[src/hdl/pldh_pkg.sv]
// Constants and types for the lock-detect and holdover controller
// Contract
// - Lock asserts only after a programmed count of consecutive in-window cycles.
// - Lock holds until one cycle exceeds the wider unlock threshold.
// - Window timing comes from window bit, antibacklash width, lock counter; the code takes the window from the first two only.
// - Lock pin, status pin and monitor pin muxes can each select lock.
// - Current-source code sources while locked, grounds at once when unlocked.
// - Pin comparator selectable at monitor and status pins, both polarities.
// - Holdover puts the charge pump output into high impedance.
// - Both enable bits needed; otherwise manual and automatic holdover are off.
// - Manual mode: falling sync edge enters holdover; edge, not level.
// - Leave holdover only at next reference edge after sync high.
// - Leaving holdover resets the B counter that cycle, prescaler untouched.
// - Automatic mode enters holdover when sensed lock pin shows loss.
// - Comparator enable bit; when disabled lock pin is sensed as high.
// - No re-entry until lock regained and lock pin charged again.
// - Holdover follows the selected reference; switchover loss lasts one edge.
// - Lock detect disable bit at zero enables it; keep zero for auto.
// - External holdover bit: zero automatic, one manual via sync pin.
// - Counter code 00b means five cycles; window bit 0b means high range.
package pldh_pkg;
  // Register indices; byte address is four times the index
  localparam logic [7:0] IDX_CP_STAT = 8'h17;
  localparam logic [7:0] IDX_LOCK_CFG = 8'h18;
  localparam logic [7:0] IDX_LD_CTRL = 8'h1A;
  localparam logic [7:0] IDX_MON_CTRL = 8'h1B;
  localparam logic [7:0] IDX_HOLD_CFG = 8'h1D;
  localparam logic [7:0] IDX_LOCK_STAT = 8'h20;
  // Field positions
  localparam int ABP_LSB = 0;
  localparam int STAT_SEL_LSB = 2;
  localparam int LC_DIS_BIT = 3;
  localparam int LC_WIN_BIT = 4;
  localparam int LC_CNT_LSB = 5;
  localparam int HC_EN_A_BIT = 0;
  localparam int HC_EXT_BIT = 1;
  localparam int HC_EN_B_BIT = 2;
  localparam int HC_CMP_BIT = 3;
  // Reset values
  localparam logic [7:0] RST_CP_STAT = 8'h00;
  localparam logic [7:0] RST_LOCK_CFG = 8'h00;
  localparam logic [5:0] RST_LD_CTRL = 6'h00;
  localparam logic [4:0] RST_MON_CTRL = 5'h00;
  localparam logic [3:0] RST_HOLD_CFG = 4'h0;
  // Pin mux codes
  localparam logic [5:0] LD_SEL_LOW = 6'h00;
  localparam logic [5:0] LD_SEL_DLD = 6'h01;
  localparam logic [5:0] LD_SEL_CSRC = 6'h04;
  localparam logic [5:0] PIN_SEL_LOW = 6'h00;
  localparam logic [5:0] PIN_SEL_DLD = 6'h01;
  localparam logic [5:0] PIN_SEL_CMP = 6'h02;
  localparam logic [5:0] PIN_SEL_CMP_N = 6'h03;
  // Consecutive in-window cycles per counter code
  localparam logic [7:0] LOCK_CNT_C0 = 8'h05;
  localparam logic [7:0] LOCK_CNT_C1 = 8'h10;
  localparam logic [7:0] LOCK_CNT_C2 = 8'h40;
  localparam logic [7:0] LOCK_CNT_C3 = 8'hFF;
  // Window timing in ns and in ref_clk cycles
  localparam int CLK_PERIOD_NS = 4;
  localparam int LOCK_WIN_HI_NS = 16;
  localparam int LOCK_WIN_LO_NS = 8;
  localparam int ABP_STEP_NS = 4;
  localparam int UNLOCK_MARGIN_NS = 8;
  localparam logic [7:0] LOCK_WIN_HI_CYC = 8'(LOCK_WIN_HI_NS / CLK_PERIOD_NS);
  localparam logic [7:0] LOCK_WIN_LO_CYC = 8'(LOCK_WIN_LO_NS / CLK_PERIOD_NS);
  localparam logic [7:0] ABP_STEP_CYC = 8'(ABP_STEP_NS / CLK_PERIOD_NS);
  localparam logic [7:0] UNLOCK_MARGIN_CYC =
    8'(UNLOCK_MARGIN_NS / CLK_PERIOD_NS);
  typedef enum logic [2:0] {
    HO_ARMED = 3'b001,
    HO_HOLD = 3'b010,
    HO_REARM = 3'b100
  } pldh_ho_e;
endpackage

[src/hdl/pldh_ld_if.sv]
// Bundle between the controller and its digital lock detector
interface pldh_ld_if;
  logic enable;
  logic ref_rise;
  logic fb_rise;
  logic [7:0] lock_thr;
  logic [7:0] unlock_thr;
  logic [7:0] need_cnt;
  logic digital_lock_flag;
  modport det(input enable, ref_rise, fb_rise, lock_thr, unlock_thr,
              need_cnt, output digital_lock_flag);
  modport ctl(output enable, ref_rise, fb_rise, lock_thr, unlock_thr,
              need_cnt, input digital_lock_flag);
endinterface

[src/hdl/pldh_sync.sv]
// Two-flop synchronisers with edge detection, one per input bit
module pldh_sync #(
  parameter int W = 1,
  parameter logic [W-1:0] RST_VAL = '0
) (
  input wire logic clk,
  input wire logic rst_b,
  input wire logic [W-1:0] din,
  output logic [W-1:0] level,
  output logic [W-1:0] rise,
  output logic [W-1:0] fall
);
  logic [W-1:0] meta_q, sync_q, prev_q;
  for (genvar i = 0; i < W; i++) begin : g_bit
    always_ff @(posedge clk or negedge rst_b) begin
      if (!rst_b) begin
        meta_q[i] <= RST_VAL[i];
        sync_q[i] <= RST_VAL[i];
        prev_q[i] <= RST_VAL[i];
      end else begin
        meta_q[i] <= din[i];
        sync_q[i] <= meta_q[i];
        prev_q[i] <= sync_q[i];
      end
    end
    assign level[i] = sync_q[i];
    assign rise[i] = sync_q[i] & ~prev_q[i];
    assign fall[i] = ~sync_q[i] & prev_q[i];
  end
endmodule

[src/hdl/pldh_lock_det.sv]
// Digital lock detector measuring edge spacing at the phase detector
module pldh_lock_det
  import pldh_pkg::*;
(
  input wire logic clk,
  input wire logic rst_b,
  pldh_ld_if.det lb
);
  logic open_q, dld_q, eval;
  logic [7:0] cnt_q, good_q, diff;
  logic [8:0] good_nx;
  logic any_edge, both_edge;

  assign any_edge = lb.ref_rise | lb.fb_rise;
  assign both_edge = lb.ref_rise & lb.fb_rise;
  assign good_nx = {1'b0, good_q} + 9'h001;

  // Any edge closes an open gap; a gap past unlock closes on its own
  always_comb begin
    eval = 1'b0;
    diff = cnt_q;
    if (open_q && (any_edge || cnt_q > lb.unlock_thr)) begin
      eval = 1'b1;
    end else if (!open_q && both_edge) begin
      eval = 1'b1;
      diff = 8'h00;
    end
  end

  always_ff @(posedge clk or negedge rst_b) begin
    if (!rst_b) begin
      open_q <= 1'b0;
      cnt_q <= 8'h00;
    end else if (!lb.enable) begin
      open_q <= 1'b0;
      cnt_q <= 8'h00;
    end else if (open_q) begin
      if (eval) begin
        open_q <= 1'b0;
      end else begin
        cnt_q <= cnt_q + 8'h01;
      end
    end else if (any_edge && !both_edge) begin
      open_q <= 1'b1;
      cnt_q <= 8'h01;
    end
  end

  always_ff @(posedge clk or negedge rst_b) begin
    if (!rst_b) begin
      dld_q <= 1'b0;
      good_q <= 8'h00;
    end else if (!lb.enable) begin
      dld_q <= 1'b0;
      good_q <= 8'h00;
    end else if (eval) begin
      if (diff > lb.unlock_thr) begin
        dld_q <= 1'b0;
        good_q <= 8'h00;
      end else if (diff < lb.lock_thr) begin
        if (good_q != 8'hFF) begin
          good_q <= good_nx[7:0];
        end
        if (good_nx >= {1'b0, lb.need_cnt}) begin
          dld_q <= 1'b1;
        end
      end else begin
        // Hysteresis band: lock kept, run broken
        good_q <= 8'h00;
      end
    end
  end

  assign lb.digital_lock_flag = dld_q;
endmodule

[src/hdl/pldh_core.sv]
// Lock-detect pin muxing and holdover control with APB registers
module pldh_core
  import pldh_pkg::*;
#(
  parameter int CHARGE_CYC = 64
) (
  input wire logic ref_clk,
  input wire logic rst_b,
  input wire logic psel,
  input wire logic penable,
  input wire logic pwrite,
  input wire logic [9:0] paddr,
  input wire logic [31:0] pwdata,
  output logic [31:0] prdata,
  output logic pready,
  output logic pslverr,
  input wire logic ref_pfd_in,
  input wire logic fb_pfd_in,
  input wire logic sync_b,
  output logic lock_detect_pin_o,
  output logic lock_detect_pin_oe,
  output logic status_pin,
  output logic reference_monitor_pin,
  output logic cp_hiz,
  output logic b_counter_reset
);
  // Register bank
  logic [7:0] cp_stat_q, lock_cfg_q;
  logic [5:0] ld_ctrl_q;
  logic [4:0] mon_ctrl_q;
  logic [3:0] hold_cfg_q;
  // Bus side
  logic pready_q, pslverr_q;
  logic [31:0] prdata_q, rd_val;
  logic [7:0] idx;
  logic hit, setup, wr_take;
  // Pins and holdover
  logic [2:0] lvl, rise, fall;
  logic ref_rise, fb_rise, sync_hi, sync_fall;
  logic digital_lock_flag, csrc, ld_level, sensed_ld, cmp_en;
  logic hold_en, manual;
  logic [15:0] charge_cnt_q;
  logic charge_done_q;
  logic ld_o_q, ld_oe_q, status_q, reference_monitor_pin_q, cp_hiz_q, bres_q, bres_d;
  logic [7:0] base_thr, lock_thr;
  pldh_ho_e st_q, st_d;

  // Sync idles high so reset does not fake a falling edge
  pldh_sync #(.W(3), .RST_VAL(3'b100)) u_sync (
    .clk(ref_clk),
    .rst_b(rst_b),
    .din({sync_b, fb_pfd_in, ref_pfd_in}),
    .level(lvl),
    .rise(rise),
    .fall(fall)
  );
  assign ref_rise = rise[0];
  assign fb_rise = rise[1];
  assign sync_hi = lvl[2];
  assign sync_fall = fall[2];

  // APB slave: zero wait states, error on unmapped index
  assign idx = paddr[9:2];
  assign setup = psel & ~penable;
  assign wr_take = psel & penable & pready_q & pwrite & hit;

  always_comb begin
    hit = paddr[1:0] == 2'h0;
    rd_val = 32'h0000_0000;
    unique case (idx)
      IDX_CP_STAT: rd_val[7:0] = cp_stat_q;
      IDX_LOCK_CFG: rd_val[7:0] = lock_cfg_q;
      IDX_LD_CTRL: rd_val[5:0] = ld_ctrl_q;
      IDX_MON_CTRL: rd_val[4:0] = mon_ctrl_q;
      IDX_HOLD_CFG: rd_val[3:0] = hold_cfg_q;
      IDX_LOCK_STAT: rd_val[3:0] = {cp_hiz_q, charge_done_q, sensed_ld, digital_lock_flag};
      default: hit = 1'b0;
    endcase
  end

  always_ff @(posedge ref_clk or negedge rst_b) begin
    if (!rst_b) begin
      pready_q <= 1'b0;
      pslverr_q <= 1'b0;
      prdata_q <= 32'h0000_0000;
    end else begin
      pready_q <= setup;
      pslverr_q <= setup & ~hit;
      prdata_q <= (setup && !pwrite && hit) ? rd_val : 32'h0000_0000;
    end
  end

  always_ff @(posedge ref_clk or negedge rst_b) begin
    if (!rst_b) begin
      cp_stat_q <= RST_CP_STAT;
      lock_cfg_q <= RST_LOCK_CFG;
      ld_ctrl_q <= RST_LD_CTRL;
      mon_ctrl_q <= RST_MON_CTRL;
      hold_cfg_q <= RST_HOLD_CFG;
    end else if (wr_take) begin
      unique case (idx)
        IDX_CP_STAT: cp_stat_q <= pwdata[7:0];
        IDX_LOCK_CFG: lock_cfg_q <= pwdata[7:0];
        IDX_LD_CTRL: ld_ctrl_q <= pwdata[5:0];
        IDX_MON_CTRL: mon_ctrl_q <= pwdata[4:0];
        IDX_HOLD_CFG: hold_cfg_q <= pwdata[3:0];
        default: ;
      endcase
    end
  end

  // window from window bit and antibacklash; the counter only sets need_cnt
  always_comb begin
    // window bit 0 picks the high range
    base_thr = lock_cfg_q[LC_WIN_BIT] ? LOCK_WIN_LO_CYC : LOCK_WIN_HI_CYC;
    lock_thr = 8'(base_thr + ABP_STEP_CYC * {6'h00, cp_stat_q[ABP_LSB +: 2]});
  end

  pldh_ld_if ld_bus ();
  // detector runs only while its disable bit is clear
  assign ld_bus.enable = ~lock_cfg_q[LC_DIS_BIT];
  assign ld_bus.ref_rise = ref_rise;
  assign ld_bus.fb_rise = fb_rise;
  assign ld_bus.lock_thr = lock_thr;
  // unlock threshold sits wider than lock
  assign ld_bus.unlock_thr = 8'(lock_thr + UNLOCK_MARGIN_CYC);
  always_comb begin
    unique case (lock_cfg_q[LC_CNT_LSB +: 2])
      2'h0: ld_bus.need_cnt = LOCK_CNT_C0;
      2'h1: ld_bus.need_cnt = LOCK_CNT_C1;
      2'h2: ld_bus.need_cnt = LOCK_CNT_C2;
      default: ld_bus.need_cnt = LOCK_CNT_C3;
    endcase
  end
  assign digital_lock_flag = ld_bus.digital_lock_flag;

  pldh_lock_det u_lock_det (
    .clk(ref_clk),
    .rst_b(rst_b),
    .lb(ld_bus.det)
  );

  // capacitor charge as a counter, dumped on any unlocked cycle
  always_ff @(posedge ref_clk or negedge rst_b) begin
    if (!rst_b) begin
      charge_cnt_q <= 16'h0000;
      charge_done_q <= 1'b0;
    end else if (!digital_lock_flag) begin
      charge_cnt_q <= 16'h0000;
      charge_done_q <= 1'b0;
    end else if (charge_cnt_q == 16'(CHARGE_CYC - 1)) begin
      charge_done_q <= 1'b1;
    end else begin
      charge_cnt_q <= charge_cnt_q + 16'h0001;
    end
  end

  // Comparator sees the pin level; in current-source mode the cap
  assign csrc = ld_ctrl_q == LD_SEL_CSRC;
  assign ld_level = csrc ? charge_done_q : (ld_oe_q & ld_o_q);
  assign cmp_en = hold_cfg_q[HC_CMP_BIT];
  assign sensed_ld = cmp_en ? ld_level : 1'b1;

  function automatic logic pin_mux(input logic [5:0] code, input logic lk,
                                   input logic cmp);
    unique case (code)
      PIN_SEL_DLD: pin_mux = lk;
      PIN_SEL_CMP: pin_mux = cmp;
      PIN_SEL_CMP_N: pin_mux = ~cmp;
      default: pin_mux = 1'b0;
    endcase
  endfunction

  // each pin has its own selector
  always_ff @(posedge ref_clk or negedge rst_b) begin
    if (!rst_b) begin
      ld_o_q <= 1'b0;
      ld_oe_q <= 1'b1;
    end else begin
      unique case (ld_ctrl_q)
        LD_SEL_LOW: begin
          ld_o_q <= 1'b0;
          ld_oe_q <= 1'b1;
        end
        // source while locked, ground at once otherwise
        LD_SEL_DLD, LD_SEL_CSRC: begin
          ld_o_q <= digital_lock_flag;
          ld_oe_q <= 1'b1;
        end
        default: begin
          ld_o_q <= 1'b0;
          ld_oe_q <= 1'b0;
        end
      endcase
    end
  end

  // comparator at status and monitor pins, both senses
  always_ff @(posedge ref_clk or negedge rst_b) begin
    if (!rst_b) begin
      status_q <= 1'b0;
      reference_monitor_pin_q <= 1'b0;
    end else begin
      status_q <= pin_mux(cp_stat_q[STAT_SEL_LSB +: 6], digital_lock_flag, ld_level);
      reference_monitor_pin_q <= pin_mux({1'b0, mon_ctrl_q}, digital_lock_flag, ld_level);
    end
  end

  // both enable bits must be set
  assign hold_en = hold_cfg_q[HC_EN_A_BIT] & hold_cfg_q[HC_EN_B_BIT];
  assign manual = hold_cfg_q[HC_EXT_BIT];

  // Reference input is whichever reference is selected upstream
  always_comb begin
    st_d = st_q;
    bres_d = 1'b0;
    if (!hold_en) begin
      st_d = HO_REARM;
    end else begin
      unique case (st_q)
        HO_ARMED: begin
          // manual entry on the sync falling edge only
          if (manual && sync_fall) begin
            st_d = HO_HOLD;
          // automatic entry on sensed loss of lock
          end else if (!manual && !sensed_ld) begin
            st_d = HO_HOLD;
          end
        end
        HO_REARM: begin
          if (manual && sync_fall) begin
            st_d = HO_HOLD;
          // relock and charged pin before re-arming
          end else if (digital_lock_flag && sensed_ld) begin
            st_d = HO_ARMED;
          end
        end
        HO_HOLD: begin
          // exit on reference edge; in manual mode only once sync is high
          // a switchover loss ends at the next edge
          if (ref_rise && (!manual || sync_hi)) begin
            st_d = HO_REARM;
            // B counter reset with the exit
            bres_d = 1'b1;
          end
        end
      endcase
    end
  end

  always_ff @(posedge ref_clk or negedge rst_b) begin
    if (!rst_b) begin
      st_q <= HO_REARM;
    end else begin
      st_q <= st_d;
    end
  end

  // charge pump high impedance throughout holdover
  always_ff @(posedge ref_clk or negedge rst_b) begin
    if (!rst_b) begin
      cp_hiz_q <= 1'b0;
      bres_q <= 1'b0;
    end else begin
      cp_hiz_q <= st_d == HO_HOLD;
      bres_q <= bres_d;
    end
  end

  assign prdata = prdata_q;
  assign pready = pready_q;
  assign pslverr = pslverr_q;
  assign lock_detect_pin_o = ld_o_q;
  assign lock_detect_pin_oe = ld_oe_q;
  assign status_pin = status_q;
  assign reference_monitor_pin = reference_monitor_pin_q;
  assign cp_hiz = cp_hiz_q;
  assign b_counter_reset = bres_q;

  chk_hold_hiz: assert property (@(posedge ref_clk) disable iff (!rst_b)
    (st_q == HO_HOLD) |-> cp_hiz_q)
    else $error("charge pump not high impedance in holdover");

  chk_disable_all: assert property (@(posedge ref_clk) disable iff (!rst_b)
    !hold_en |=> !cp_hiz_q)
    else $error("holdover active while disabled");

  chk_manual_entry: assert property (@(posedge ref_clk) disable iff (!rst_b)
    (hold_en && manual && sync_fall && st_q != HO_HOLD) |=> cp_hiz_q)
    else $error("sync falling edge did not enter holdover");

  chk_exit_on_ref: assert property (@(posedge ref_clk) disable iff (!rst_b)
    $fell(cp_hiz_q) && hold_en |-> $past(ref_rise))
    else $error("holdover left without reference edge");

  chk_sync_low_stays: assert property (@(posedge ref_clk)
    disable iff (!rst_b)
    (st_q == HO_HOLD && manual && !sync_hi && hold_en) |=> cp_hiz_q)
    else $error("holdover left while sync low");

  chk_bcnt_exit: assert property (@(posedge ref_clk) disable iff (!rst_b)
    $fell(cp_hiz_q) && hold_en |-> b_counter_reset ##1 !b_counter_reset)
    else $error("B counter reset not pulsed on exit");

  chk_auto_entry: assert property (@(posedge ref_clk) disable iff (!rst_b)
    (hold_en && !manual && st_q == HO_ARMED && !sensed_ld) |=> cp_hiz_q)
    else $error("lost lock did not enter holdover");

  chk_cmp_off_high: assert property (@(posedge ref_clk) disable iff (!rst_b)
    !cmp_en |-> sensed_ld)
    else $error("disabled comparator not sensed high");

  chk_no_reentry: assert property (@(posedge ref_clk) disable iff (!rst_b)
    (st_q == HO_REARM && !manual && !(digital_lock_flag && sensed_ld)) |=> !cp_hiz_q)
    else $error("holdover re-entered before relock");

  chk_csrc_ground: assert property (@(posedge ref_clk) disable iff (!rst_b)
    (csrc && !digital_lock_flag) |=> (lock_detect_pin_oe && !lock_detect_pin_o))
    else $error("current source pin not grounded on unlock");

  chk_charge_clear: assert property (@(posedge ref_clk) disable iff (!rst_b)
    !digital_lock_flag |=> !charge_done_q)
    else $error("charge indication survived an unlocked cycle");

  chk_charge_time: assert property (@(posedge ref_clk) disable iff (!rst_b)
    $rose(charge_done_q) |-> $past(digital_lock_flag, 1) && $past(digital_lock_flag, 2))
    else $error("charge completed too early");

  chk_ld_lock_sel: assert property (
    @(posedge ref_clk) disable iff (!rst_b)
    (ld_ctrl_q == LD_SEL_DLD) |=> lock_detect_pin_o == $past(digital_lock_flag))
    else $error("lock pin does not follow the lock flag");

  chk_status_cmp_n: assert property (
    @(posedge ref_clk) disable iff (!rst_b)
    (cp_stat_q[STAT_SEL_LSB +: 6] == PIN_SEL_CMP_N) |=>
    status_pin == !$past(ld_level))
    else $error("status pin not the inverted comparator");

  chk_monitor_cmp: assert property (
    @(posedge ref_clk) disable iff (!rst_b)
    ({1'b0, mon_ctrl_q} == PIN_SEL_CMP) |=>
    reference_monitor_pin == $past(ld_level))
    else $error("monitor pin not the comparator");

  chk_dld_disabled: assert property (
    @(posedge ref_clk) disable iff (!rst_b)
    !ld_bus.enable |=> !digital_lock_flag)
    else $error("lock flag set while detector disabled");

  chk_bcnt_only_exit: assert property (
    @(posedge ref_clk) disable iff (!rst_b)
    b_counter_reset |-> $fell(cp_hiz_q))
    else $error("B counter reset outside a holdover exit");
endmodule

[config.mk]
export PLATFORM = sky130hd
export DESIGN_NAME = pldh_core
export DESIGN_NICKNAME = d
export VERILOG_FILES = /design/src/hdl/pldh_pkg.sv /design/src/hdl/pldh_ld_if.sv /design/src/hdl/pldh_sync.sv /design/src/hdl/pldh_lock_det.sv /design/src/hdl/pldh_core.sv
export SDC_FILE = /design/constraint.sdc
export NUM_CORES = 1
export LEC_CHECK = 0
export ABC_AREA = 1
export BUFFER_PORTS_ARGS = -buffer_cell sky130_fd_sc_hd__buf_2
export CORE_AREA = 5 5 116 118
export CTS_BUF_LIST = sky130_fd_sc_hd__clkbuf_8
export DETAILED_ROUTE_END_ITERATION = 7
export DIE_AREA = 0 0 121 123
export PLACE_DENSITY = 0.63
export SLEW_MARGIN = 20
export SYNTH_ARGS = -nofsm -noshare
export SYNTH_HDL_FRONTEND = slang
export SYNTH_SLANG_ARGS = --single-unit
[constraint.sdc]
create_clock -name ref_clk -period 4 [get_ports ref_clk]
set_input_delay 0.4 -clock ref_clk [delete_from_list [all_inputs] [get_ports ref_clk]]
set_output_delay 0.4 -clock ref_clk [all_outputs]
set_load 0.05 [all_outputs]
# After elaboration in Yosys (flattened, before gate mapping)
# Cells that the tools add are included.
classes:
  n_addsub: 5
  order_cmp: 4
  n_eq_ne: 26
  muxes: 50
  bitwise_logic: 19
  reduce_logical: 34
ops:
  columns: ["operator", "n"]
  rows:
  - ["$mux W8", 12]
  - ["$eq A8 B5 Y1 const B", 5]
  - ["$mux W16", 2]
  - ["$pmux W4 S6", 1]
  - ["$pmux W8 S3", 1]
  - ["$mux W1", 21]
  - ["$mux W3", 7]
  - ["$add A16 B1 Y16 const B", 1]
  - ["$eq A16 B6 Y1 const B", 1]
  - ["$gt A8 B5 Y1", 2]
  - ["$reduce_and A2 Y1", 7]
  - ["$and A1 B1 Y1", 12]
  - ["$eq A6 B1 Y1 const B", 2]
  - ["$eq A6 B2 Y1 const B", 2]
  - ["$eq A5 B2 Y1 const B", 2]
  - ["$add A8 B1 Y9 const B", 1]
  - ["$ge A9 B8 Y1", 1]
  - ["$logic_and A1 B1 Y1", 9]
  - ["$pmux W1 S3", 3]
  - ["$pmux W3 S3", 1]
  - ["$reduce_bool A3 Y1", 3]
  - ["$add A8 B1 Y8 const B", 1]
  - ["$eq A8 B6 Y1 const B", 1]
  - ["$lt A8 B4 Y1", 1]
  - ["26 further kinds", 39]
word_totals:
  regBits: 94
  out_inout_bits: 40
  elab_cells: 168

# Depth between registers and ports, before layout
# Gate-level depths: netlist of the first run.
logic_depth:
  ltp_word: 12
  ltp_mapped: 18
  depth_no_buf: 18

# Modules after synthesis
# Synthesis of the first run repeated with hierarchy kept, for this count alone.
unflattened:
  cells_unflattened: 795
  hier_area_um2: 5948.2
modules_own_cells:
  columns: ["module", "instances", "cells_per_inst", "area_per_inst_um2", "seq_area_each_um2"]
  rows:
  - ["pldh_core", 1, 477, 3699.8, 1679.1]
  - ["pldh_lock_det", 1, 297, 1974.4, 450.4]
  - ["pldh_sync", 1, 21, 274.0, 229.0]

# Least setup slack after synthesis of the first run
# OpenSTA, ideal clock, no wires.
synth_timing:
  path_kind: "register -> register"
  start: "register u_sync.prev_q[0]"
  end: "register u_lock_det.good_q[0]"
  setup_ns: 0.065
  t_arrival_ns: 2.215
  required_time_ns: 3.935
  setup_slack_ns: 1.721
  stages_incl_launch_ff: 15
  period_less_slack_ns: 2.279
  cell_sequence: "dfrtp_1 > nor2_1 > ha_1 > nand2_2 > inv_1 > nor2_1 > ha_1 > nor2_1 > o211ai_1 > nand4_1 > inv_1 > nand3_2 > nand2_2 > nand2_1 > nand2_1"
synth_via:
  elab_chain_len: 11
  elab_cells_between_ends: 20
synth_rtl:
  columns: ["item", "line_no", "text"]
  rows:
  - ["start: declaration", "pldh_sync.sv:13", "logic [W-1:0] meta_q, sync_q, prev_q;"]
  - ["start signal: indexed assignment", "pldh_sync.sv:19", "prev_q[i] <= RST_VAL[i];"]
  - ["start signal: indexed assignment", "pldh_sync.sv:23", "prev_q[i] <= sync_q[i];"]
  - ["$not A1 Y1 (*)", "pldh_sync.sv:27", "assign rise[i] = sync_q[i] & ~prev_q[i];"]
  - ["$and A1 B1 Y1 (*)", "pldh_sync.sv:27", null]
  - ["$and A1 B1 Y1 / $or A1 B1 Y1 (equally long branches)", "pldh_lock_det.sv:15, pldh_lock_det.sv:14", null]
  - ["$logic_and A1 B1 Y1 / $logic_or A1 B1 Y1 (equally long branches)", "pldh_lock_det.sv:24, pldh_lock_det.sv:22", null]
  - ["$mux W8 / $logic_and A1 B1 Y1 (equally long branches)", "pldh_lock_det.sv:24, pldh_lock_det.sv:22", null]
  - ["$mux W8", "pldh_lock_det.sv:22", "if (open_q && (any_edge || cnt_q > lb.unlock_thr)) begin"]
  - ["$lt A8 B4 Y1", "pldh_lock_det.sv:60", "end else if (diff < lb.lock_thr) begin"]
  - ["$mux W8", "pldh_lock_det.sv:60", null]
  - ["$mux W8", "pldh_lock_det.sv:57", "if (diff > lb.unlock_thr) begin"]
  - ["$mux W8", "pldh_lock_det.sv:56", "end else if (eval) begin"]
  - ["$mux W8", "pldh_lock_det.sv:53", "end else if (!lb.enable) begin"]
  - ["end signal: assignment", "pldh_lock_det.sv:62", "good_q <= good_nx[7:0];"]
  - ["end: declaration", "pldh_lock_det.sv:10", "logic [7:0] cnt_q, good_q, diff;"]
# Every way passes the cells marked *; elsewhere a longest branch is shown, timed or not. The select of a mux whose other input is x is not followed.
# A chain may end at the register's enable or synchronous reset.

# Worst setup path after layout of the first run
layout_timing:
  start: "register u_sync.sync_q[0], in the netlist u_sync.level[0]"
  end: "register u_lock_det.good_q[2]"
layout_via:
  elab_chain_len: 10
  elab_cells_between_ends: 19
layout_rtl:
  columns: ["item", "line_no", "text"]
  rows:
  - ["start: declaration", "pldh_sync.sv:13", null]
  - ["start signal: indexed assignment", "pldh_sync.sv:18", "sync_q[i] <= RST_VAL[i];"]
  - ["start signal: indexed assignment", "pldh_sync.sv:22", "sync_q[i] <= meta_q[i];"]
  - ["$and A1 B1 Y1 (*)", "pldh_sync.sv:27", null]
  - ["$and A1 B1 Y1 / $or A1 B1 Y1 (equally long branches)", "pldh_lock_det.sv:15, pldh_lock_det.sv:14", null]
  - ["$logic_and A1 B1 Y1 / $logic_or A1 B1 Y1 (equally long branches)", "pldh_lock_det.sv:24, pldh_lock_det.sv:22", null]
  - ["$mux W8 / $logic_and A1 B1 Y1 (equally long branches)", "pldh_lock_det.sv:24, pldh_lock_det.sv:22", null]
  - ["$mux W8", "pldh_lock_det.sv:22", null]
  - ["$lt A8 B4 Y1", "pldh_lock_det.sv:60", null]
  - ["$mux W8", "pldh_lock_det.sv:60", null]
  - ["$mux W8", "pldh_lock_det.sv:57", null]
  - ["$mux W8", "pldh_lock_det.sv:56", null]
  - ["$mux W8", "pldh_lock_det.sv:53", null]
# Marks and branches as above.

==> reports/qor.yml, run 1 <==
maxCapViolations: 0
initial_core_util: 0.437
ys_seq_area_frac: 0.437
grt_pass1_vias: 4316
r2r-end: "u_lock_det.good_q[2]"
status: "complete, no violations"
max_freq_mhz: 344
synth-edff-count: 0
start_kind: "flop"
p_comb_frac: 0.283
crit_path_end_kind: "flop"
tightest_slew_ns: 0.796
critPathKind: "flop to flop"
htreeDepth: 3
io_pins: 90
row_count: 41
vias: 4357
synthFlopType: "dfrtp_1"
async_flop_share: 1.00
drt_iter0_drc: 253
remaining_drc_errors: 0
whs_ns: 0.0971
yosys.area.top_type_share: 0.412
numCtsBuffers: 9
slew_headroom: 0.469
postCtsHoldBufs: 0
ys_warn_count: 0
fillers: 1219
cts-root-buf: "clkbuf_8"
io_buffers: 41
seq_area_sq_um: 2360
fin_crit_sh: 0.727
r2r_cells: 15
via_per_inst: 4.91
setup-violations-final: 0
switchingPower_uw: 902
synth_seq_cells: 94
hp-class: "input port to async pin"
die_h_um: 123
cellPowerDensity_nw_per_um2: 417
period_minus_slack_ns: 2.91
grt_max_degree: 64
post_drt_wl_per_cell_um: 13.5
nets: 791
clock_latency_ns: 0.37
clockPowerShare: 0.261
cp_cell_sequence: "inv_1 -> nor2_1 -> ha_1 -> nand2_2 -> inv_1 -> nor2_1 -> ha_1 -> nor2_1 -> o211ai_1 -> nand4_1 -> inv_1 -> nand3_2 -> nand2_2 -> nand2_1 -> nand2_1"
synthTopCellsByArea: "dfrtp_1 (41%), nand2_1 (9.2%), ha_1 (6.9%), inv_1 (6.5%), nor2_1 (5.4%)"
cp_max_fo: 9
hold_viol: 0
slowest_delay_ns: 0.35
dieArea_sq_um: 14900
critPathTopFamily: "simple AND/OR/NAND/NOR gates"
fp.dieW_um: 121
synthCells: 668
synth_top_area_cell: "dfrtp_1"
cts_tree: "done"
wl_mm: 12.0
sw_frac_of_total: 0.369
grt_overflow_total: 0
clock_path_buffers: 2
areaGrowthSynthToFinish_pct: 8.69
arrival_ns: 3.22
crit_slowest_cell: "dfrtp_1"
r2r-start: "u_sync.level[0]"
clock_sinks: 94
post_cts_buffers: 0
core-area_sq_um: 12400
drv_slew: 0
synth.distinct_cells: 45
place_hpwl_mm: 9.14
grt_setup_unrepaired: "false"
cts_resized: 0
peakVddDrop_mv: 0.287
clk_pin_slew_worst_paths_ns: 0.10
ant_nets: 0
internal-power_uw: 1540
place_congestion: 0.838
p_leak_uw: 0.00302
finalPower_uw: 2450
path_buf_inv: 3
synth_area_sq_um: 5400
seqPwrFrac: 0.457
multiInputGateArea_sq_um: 2510
avgSynthCellArea_sq_um: 8.09
firstDrtPassIters: 4
r2r_slack_ns: 1.09
required_ns: 4.31
antenna_found_initial: 0
fin_tns_setup_ns: 0
drive_gt1_frac: 0.141
grt_first_pass_wirelength_mm: 20.3
n_antenna_cell: 0
grt.total_usage: 0.172
clock_skew_ns: 0.0121
==> flip-flops by register name, summed over array words and instances (netlist names), 3 cells and up <==
name	cells
charge_cnt_q	16
cp_stat_q	8
lock_cfg_q	8
prdata	8
u_lock_det.cnt_q	8
u_lock_det.good_q	8
ld_ctrl_q	6
mon_ctrl_q	5
hold_cfg_q	4
st_q	3
u_sync.level	3
u_sync.meta_q	3
u_sync.prev_q	3
==> worst max-delay path by stage <==
stage | start | end | slack, ns | depth (start not counted)
detailed placement | u_sync.level[0] | u_lock_det.good_q[2] | 1.06 | 15
CTS | u_sync.level[0] | u_lock_det.good_q[2] | 1.04 | 15
global placement | u_sync.level[0] | u_lock_det.good_q[0] | 1.14 | 15
floorplan | u_sync.prev_q[0] | u_lock_det.good_q[0] | 1.72 | 14
finish | u_sync.level[0] | u_lock_det.good_q[2] | 1.09 | 15
global route | u_sync.level[0] | u_lock_det.good_q[6] | 0.72 | 15
==> power by group through the flow <==
stage	Sequential (uW)	Clock (uW)	Combinational [uW]
2_1_floorplan	1100	0	576
3_3_place_gp	1130	0	668
3_5_place_dp	1130	0	692
4_1_cts	1120	656	696
5_1_grt	1130	697	812
6_report	1120	638	691
==> layer usage <==
layer,vias to the layer above,routed length (um),track usage
li1,2210,-,-
met1,2039,5470,0.227
met2,95,5770,0.290
met3,13,579,0.0233
met4,0,182,0.0637
met5,-,0,0
==> area by class of cell <==
type | instances | area share
multi-input combinational | 466 | 0.428
clock buffer | 12 | 0.0281
tap | 172 | 0.0367
inverter | 98 | 0.0627
timing repair buffer | 42 | 0.0367
clock inverter | 4 | 0.00618
sequential | 94 | 0.402
==> cell usage after synthesis (all sizes together), types with 2 or more instances <==
master / n
nand2: 139
inv: 97
dfrtp: 89
nor2: 78
o21ai: 49
nand3: 46
buf: 30
ha: 30
a21oi: 29
nor3: 17
nand4: 14
dfstp: 5
o211ai: 4
or2: 4
a221oi: 3
a31oi: 3
clkbuf: 3
nor4: 3
o21bai: 3
xor2: 3
a21boi: 2
o211a: 2
o21a: 2
o22ai: 2
xnor2: 2
==> cells in the final DEF (no fill, tap or decap), drive strengths merged <==
master and instances:
conb 24, nand3 46, nor4 3, nor2 78, nand3b 1, xnor2 2
a31oi 3, o221a 1, clkinv 2, nor3b 1, o21a 2, ha 30
dfrtp 89, o211ai 4, nand2 139, inv 99, dfstp 5, a211oi 1
clkinvlp 1, o211a 2, a21boi 2, xor2 3, and2 1, or2 4
nor3 17, a221oi 3, a21oi 29, and3 1, o21ai 49, buf 42
o221ai 1, o22ai 2, o21bai 3, nand4 14, clkbuf 12
==> through the flow <==
stage / cells / utilization / setup WS [ns] / area, sq um
final: 888 / 0.475 / 1.09 / 5870
after global routing: 888 / 0.475 / 0.724 / 5870
after CTS: 888 / 0.475 / 1.04 / 5870
after detailed placement: 872 / 0.459 / 1.06 / 5670
after global placement: 872 / 0.459 / 1.14 / 5670
after floorplan: 691 / - / 1.72 / 5490
==> logic make-up after synthesis <==
family          Yosys count  share of synthesized area
flops                    94                      0.437
compound gates          102                      0.118
fa+ha+maj                30                     0.0695
other cells               1                   0.000694
buf+inv                 131                      0.114
simple gates            305                      0.253
xor+xnor                  5                    0.00811
Power figures use the tool's default switching activity.
==> inputs of run 2 (changes only) <==
- clock period: 4 -> 2.94 ns (I/O delays scaled with it)
==> run 2 against run 1 <==
  * Sequential share of layout area decreased by 0.44 points
  * First-iteration DRC count decreased by 19%
  * Routed wire length decreased by 1.7%
  * Core utilization increased by 0.53 points
  * Combinational power increased by 44%
  * Critical path depth decreased by 2
  * Clock power increased by 46%
  * Setup slack got worse by 0.76 ns
  * Non-clock buffer count increased by 6
  * Clock skew about the same
  * Critical path type unchanged
  * Critical endpoint is now u_lock_det.good_q[0]
==> reports/qor.yml, run 2 (synthesis gave the netlist of run 1 again) <==
status: "complete, no violations"
clock_skew_ns: 0.0120
io_buffers: 41
seqPwrFrac: 0.437
place_congestion: 0.886
peakVddDrop_mv: 0.279
vias: 4428
fin_crit_sh: 0.886
crit_top_cell: "nand2_1"
required_ns: 3.26
clock_path_buffers: 2
cellPowerDensity_nw_per_um2: 574
n_antenna_cell: 0
dpl_cell_area_sq_um: 5690
clockPowerShare: 0.272
grt_first_pass_wirelength_mm: 19.4
p_leak_uw: 0.00305
start_kind: "flop"
cp_cell_sequence: "inv_1 -> ha_1 -> inv_1 -> ha_1 -> nand3_1 -> or2_0 -> o21ai_0 -> nand2_1 -> nand2_1 -> nand3_1 -> nand2_2 -> nand2_1 -> nand2_1"
grt.total_usage: 0.163
postLayoutCellArea_sq_um: 5940
cts-root-buf: "clkbuf_8"
clock_sinks: 94
firstDrtPassIters: 4
clock_latency_ns: 0.38
post_drt_wl_per_cell_um: 13.2
drive_gt1_frac: 0.144
maxCapViolations: 0
setup-violations-final: 0
nets: 797
slowest_delay_ns: 0.42
finalPower_uw: 3410
regMostFlops: "charge_cnt_q"
cts_resized: 0
cts_tree: "done"
setup_ws_ns: 0.336
grt_max_degree: 54
htreeDepth: 3
crit_path_end_kind: "flop"
place_hpwl_mm: 9.04
grt_pass1_vias: 4191
internal-power_uw: 2180
max_freq_mhz: 384
via_per_inst: 4.95
period_minus_slack_ns: 2.60
drv_slew: 0
row_count: 41
antenna_found_initial: 0
grt_overflow_total: 0
drt_iter0_drc: 204
cp_max_fo: 11
arrival_ns: 2.92
grt_setup_unrepaired: "false"
ant_nets: 0
p_comb_frac: 0.291
remaining_drc_errors: 0
tightest_slew_ns: 0.713
dieArea_sq_um: 14900
hold_viol: 0
fillers: 1201
hp-class: "input port to flop"
crit_slowest_cell: "dfrtp_1"
wl_mm: 11.8
areaGrowthSynthToFinish_pct: 9.89
slew_headroom: 0.525
core-area_sq_um: 12400
numCtsBuffers: 9
clk_pin_slew_worst_paths_ns: 0.09
die_h_um: 123
largest_reg_flops: 16
fin_tns_setup_ns: 0
path_buf_inv: 2
critPathKind: "flop to flop"
place_ws_ns: 0.343
layout_common_cells: "nand2_1 (133), inv_1 (93), dfrtp_1 (89), nor2_1 (78)"
sw_frac_of_total: 0.360
io_pins: 90
final_common_cell: "nand2_1"
critPathTopFamily: "simple AND/OR/NAND/NOR gates"
initial_core_util: 0.437
switchingPower_uw: 1230
fp.dieW_um: 121
[run 2: changes by cell type in the layout (fill, tap and decap cells not counted), sizes merged]
cell / delta
buf: +3
bufinv: +1
clkbuf: -1
clkinv: -1
clkinvlp: +1
dlygate4sd3: +3
[run 2: metrics by stage]
| step | cells | utilization | hold slack [ns] |
|---|---|---|---|
| after global routing | 894 | 0.480 | 0.00658 |
| after floorplan | 691 | - | -0.00159 |
| after global placement | 875 | 0.460 | 0.336 |
| final | 894 | 0.480 | 0.0166 |
| after detailed placement | 875 | 0.460 | 0.337 |
| after CTS | 894 | 0.480 | 0.000332 |
[run 2: repair_timing]
| item | in CTS | in global routing |
|---|---|---|
| hold buffers | 3 | 0 |
| buffers inserted | 0 | 0 |
| endpoints found under the hold margin | 51 | 0 |
| setup endpoints to repair | 0 | 0 |
[run 2: worst paths after layout]
kind / startpoint / end / slack, ns / cells after the start
setup / recovery: lock_cfg_q[4] / u_lock_det.good_q[0] / 0.34 / 13
max in group asynchronous: rst_b / u_sync.meta_q[2] / 1.62 / 3
min in group asynchronous: rst_b / u_lock_det.good_q[0] / 0.51 / 2
hold / removal: ref_pfd_in / u_sync.meta_q[0] / 0.02 / 1
hold reg to reg: u_sync.meta_q[0] / u_sync.level[0] / 0.36 / 0
setup reg to reg: lock_cfg_q[4] / u_lock_det.good_q[0] / 0.34 / 13
[run 2: per-layer routing]
layer / share of wire / global-route usage / vias to the layer above
met5: 0 / 0 / -
met3: 0.045 / 0.0256 / 14
li1: - / - / 2224
met4: 0.019 / 0.0729 / 0
met1: 0.46 / 0.211 / 2092
met2: 0.48 / 0.273 / 98
[run 2: power by group through the flow]
| stage | Sequential, uW | Clock, uW | Combinational (uW) |
|---|---|---|---|
| finish | 1490 | 929 | 992 |
| global route | 1500 | 1000 | 1130 |
| CTS | 1490 | 957 | 998 |
| detailed placement | 1510 | 0 | 988 |
| global placement | 1510 | 0 | 959 |
| floorplan | 1500 | 0 | 784 |
[run 2: layout make-up]
class	instances	area [sq um]	area share
multi-input combinational	466	2510	0.423
sequential	94	2360	0.397
inverter	98	368	0.0620
timing repair buffer	48	268	0.0451
tap	172	215	0.0363
clock buffer	11	151	0.0255
clock inverter	5	62.6	0.0105
[run 2: worst register-to-register path, delay by kind of cell (launching register included)]
kind	cells	cell delay, ns
AOI/OAI and AO/OA	1	0.08
adders and majority gates	2	0.54
buffers and inverters	2	0.26
DFF	1	0.42
and+or+nand+nor	8	1.25
==> inputs of run 3 (changes only) <==
- clock period: 2.94 -> 2.65 ns (I/O delays scaled with it)
==> run 3 against run 2 <==
  * First-iteration DRC count up 9.8%
  * Critical endpoint unchanged
  * Sequential power grew 11%
  * Largest power group unchanged
  * Flip-flop and latch count is the same
  * Die area stayed put
  * Combinational power is 15% higher
  * Core utilization increased by 0.15 points
==> reports/qor.yml, run 3 (synthesis gave the netlist of run 1 again) <==
clock_path_buffers: 2
cts-root-buf: "clkbuf_8"
finalPower_uw: 3640
fp.dieW_um: 121
required_ns: 2.91
stdcell_count: 898
n_antenna_cell: 0
peakVddDrop_mv: 0.367
areaGrowthSynthToFinish_pct: 10.2
place_congestion: 0.902
remaining_drc_errors: 0
cts_tree: "done"
antenna_found_initial: 0
ant_nets: 0
p_comb_frac: 0.313
p_leak_uw: 0.00306
r2r-start: "u_sync.level[1]"
clock_latency_ns: 0.36
cp_max_fo: 9
crit_slowest_cell: "dfrtp_1"
switchingPower_uw: 1360
vias: 4473
status: "complete, no violations"
seqPwrFrac: 0.455
drv_slew: 0
sw_frac_of_total: 0.374
holdPathEnd: "pslverr"
grt_pass1_vias: 4474
numCtsBuffers: 9
slowest_delay_ns: 0.36
crit_path_end_kind: "flop"
setup-violations-final: 0
core-area_sq_um: 12400
row_count: 41
setup_ws_ns: 0.271
clk_pin_slew_worst_paths_ns: 0.09
clock_sinks: 94
initial_core_util: 0.437
critPathKind: "flop to flop"
r2r_cells: 19
grt_first_pass_wirelength_mm: 21.0
hp-class: "input port to flop"
maxCapViolations: 0
place_hpwl_mm: 9.36
cp_cell_sequence: "inv_1 -> nor2_1 -> ha_1 -> nand2_2 -> inv_1 -> nor2_1 -> ha_1 -> inv_1 -> o21bai_1 -> nand4_1 -> nand2_1 -> nand2_1 -> nand2_1 -> nand2_2 -> buf_4 -> nand2_1 -> nor2_1 -> nand3_1 -> nand2_1"
grt.total_usage: 0.176
place_ws_ns: 0.0918
r2r-end: "u_lock_det.good_q[0]"
whs_ns: 0.0779
fin_crit_sh: 0.898
post_drt_wl_per_cell_um: 13.7
regMostFlops: "charge_cnt_q"
r2r_slack_ns: 0.27
die_h_um: 123
drive_gt1_frac: 0.149
wl_mm: 12.3
clock_skew_ns: 0.00862
crit_top_cell: "nand2_1"
hold_viol: 0
dieArea_sq_um: 14900
htreeDepth: 3
arrival_ns: 2.64
tightest_slew_ns: 0.685
period_minus_slack_ns: 2.38
critPathTopFamily: "simple AND/OR/NAND/NOR gates"
final_common_cell: "nand2_1"
path_buf_inv: 4
placed_cells_incl_taps: 879
clockPowerShare: 0.232
max_freq_mhz: 420
cellPowerDensity_nw_per_um2: 611
slew_headroom: 0.541
layout_common_cells: "nand2_1 (132), inv_1 (94), dfrtp_1 (89), nor2_1 (77)"
grt_overflow_total: 0
grt_max_degree: 52
io_pins: 90
via_per_inst: 4.98
nets: 802
start_kind: "flop"
whs_path_depth: 2
largest_reg_flops: 16
utilization: 0.482
firstDrtPassIters: 5
drt_iter0_drc: 224
hp-start: "penable"
io_buffers: 41
critPathLaunch: "u_sync.level[1]"
internal-power_uw: 2280
run 3: changes by cell type in the layout (fill, tap and decap cells not counted), sizes merged:
| cell | delta |
|---|---|
| clkinvlp | -1 |
| bufinv | -1 |
| clkinv | +3 |
| dlygate4sd3 | +1 |
| buf | +4 |
| clkbuf | -2 |
run 3: worst reg2reg max path, cell delays in order, from the launching register on:
cell	delay (ns)
dfrtp_1	0.36
inv_1	0.04
nor2_1	0.15
ha_1	0.20
nand2_2	0.06
inv_1	0.11
nor2_1	0.08
ha_1	0.32
inv_1	0.05
o21bai_1	0.13
nand4_1	0.11
nand2_1	0.07
nand2_1	0.05
nand2_1	0.06
nand2_2	0.07
buf_4	0.17
nand2_1	0.07
nor2_1	0.04
nand3_1	0.08
nand2_1	0.05
run 3: final cells by class:
cell class / instances / area, sq um
inverters: 98 / 368
fillers: 1210 / 6410
repair buffers: 53 / 320
well taps: 172 / 215
flip-flops and latches: 94 / 2360
multi-input cells: 466 / 2530
clock buffers: 9 / 124
clock inverters: 6 / 38.8
run 3: metal layers:
metal	part of all wire	track usage	up-vias
li1	-	-	2235
met2	0.48	0.295	105
met4	0.013	0.0659	0
met5	0	0	-
met1	0.46	0.229	2119
met3	0.044	0.0297	14
run 3: repair_timing:
item,4_1_cts,5_1_grt
hold buffers,4,0
setup endpoints to repair,0,13
gates resized for setup,0,4
setup buffers,0,0
hold endpoints to repair,49,0
run 3: how the worst max path moves through the flow:
stage | end | slack, ns | cells after the start
6_report | u_lock_det.good_q[0] | 0.27 | 19
4_1_cts | u_lock_det.good_q[1] | 0.08 | 18
5_1_grt | u_lock_det.cnt_q[4] | -0.005 | 13
3_3_place_gp | u_lock_det.good_q[1] | 0.16 | 18
3_5_place_dp | u_lock_det.good_q[1] | 0.09 | 18
2_1_floorplan | u_lock_det.good_q[0] | 0.37 | 14
run 3: stage by stage:
step	TNS, ns	area (sq um)
final	0	5950
after global routing	-0.00523	5950
after CTS	0	5940
after detailed placement	0	5730
after global placement	0	5730
after floorplan	0	5490
run 3: power groups by stage:
stage	Combinational (uW)	Sequential, uW	Clock, uW
finish	1140	1660	845
global route	1320	1670	933
CTS	1140	1650	882
detailed placement	1130	1680	0
global placement	1090	1680	0
floorplan	870	1660	0
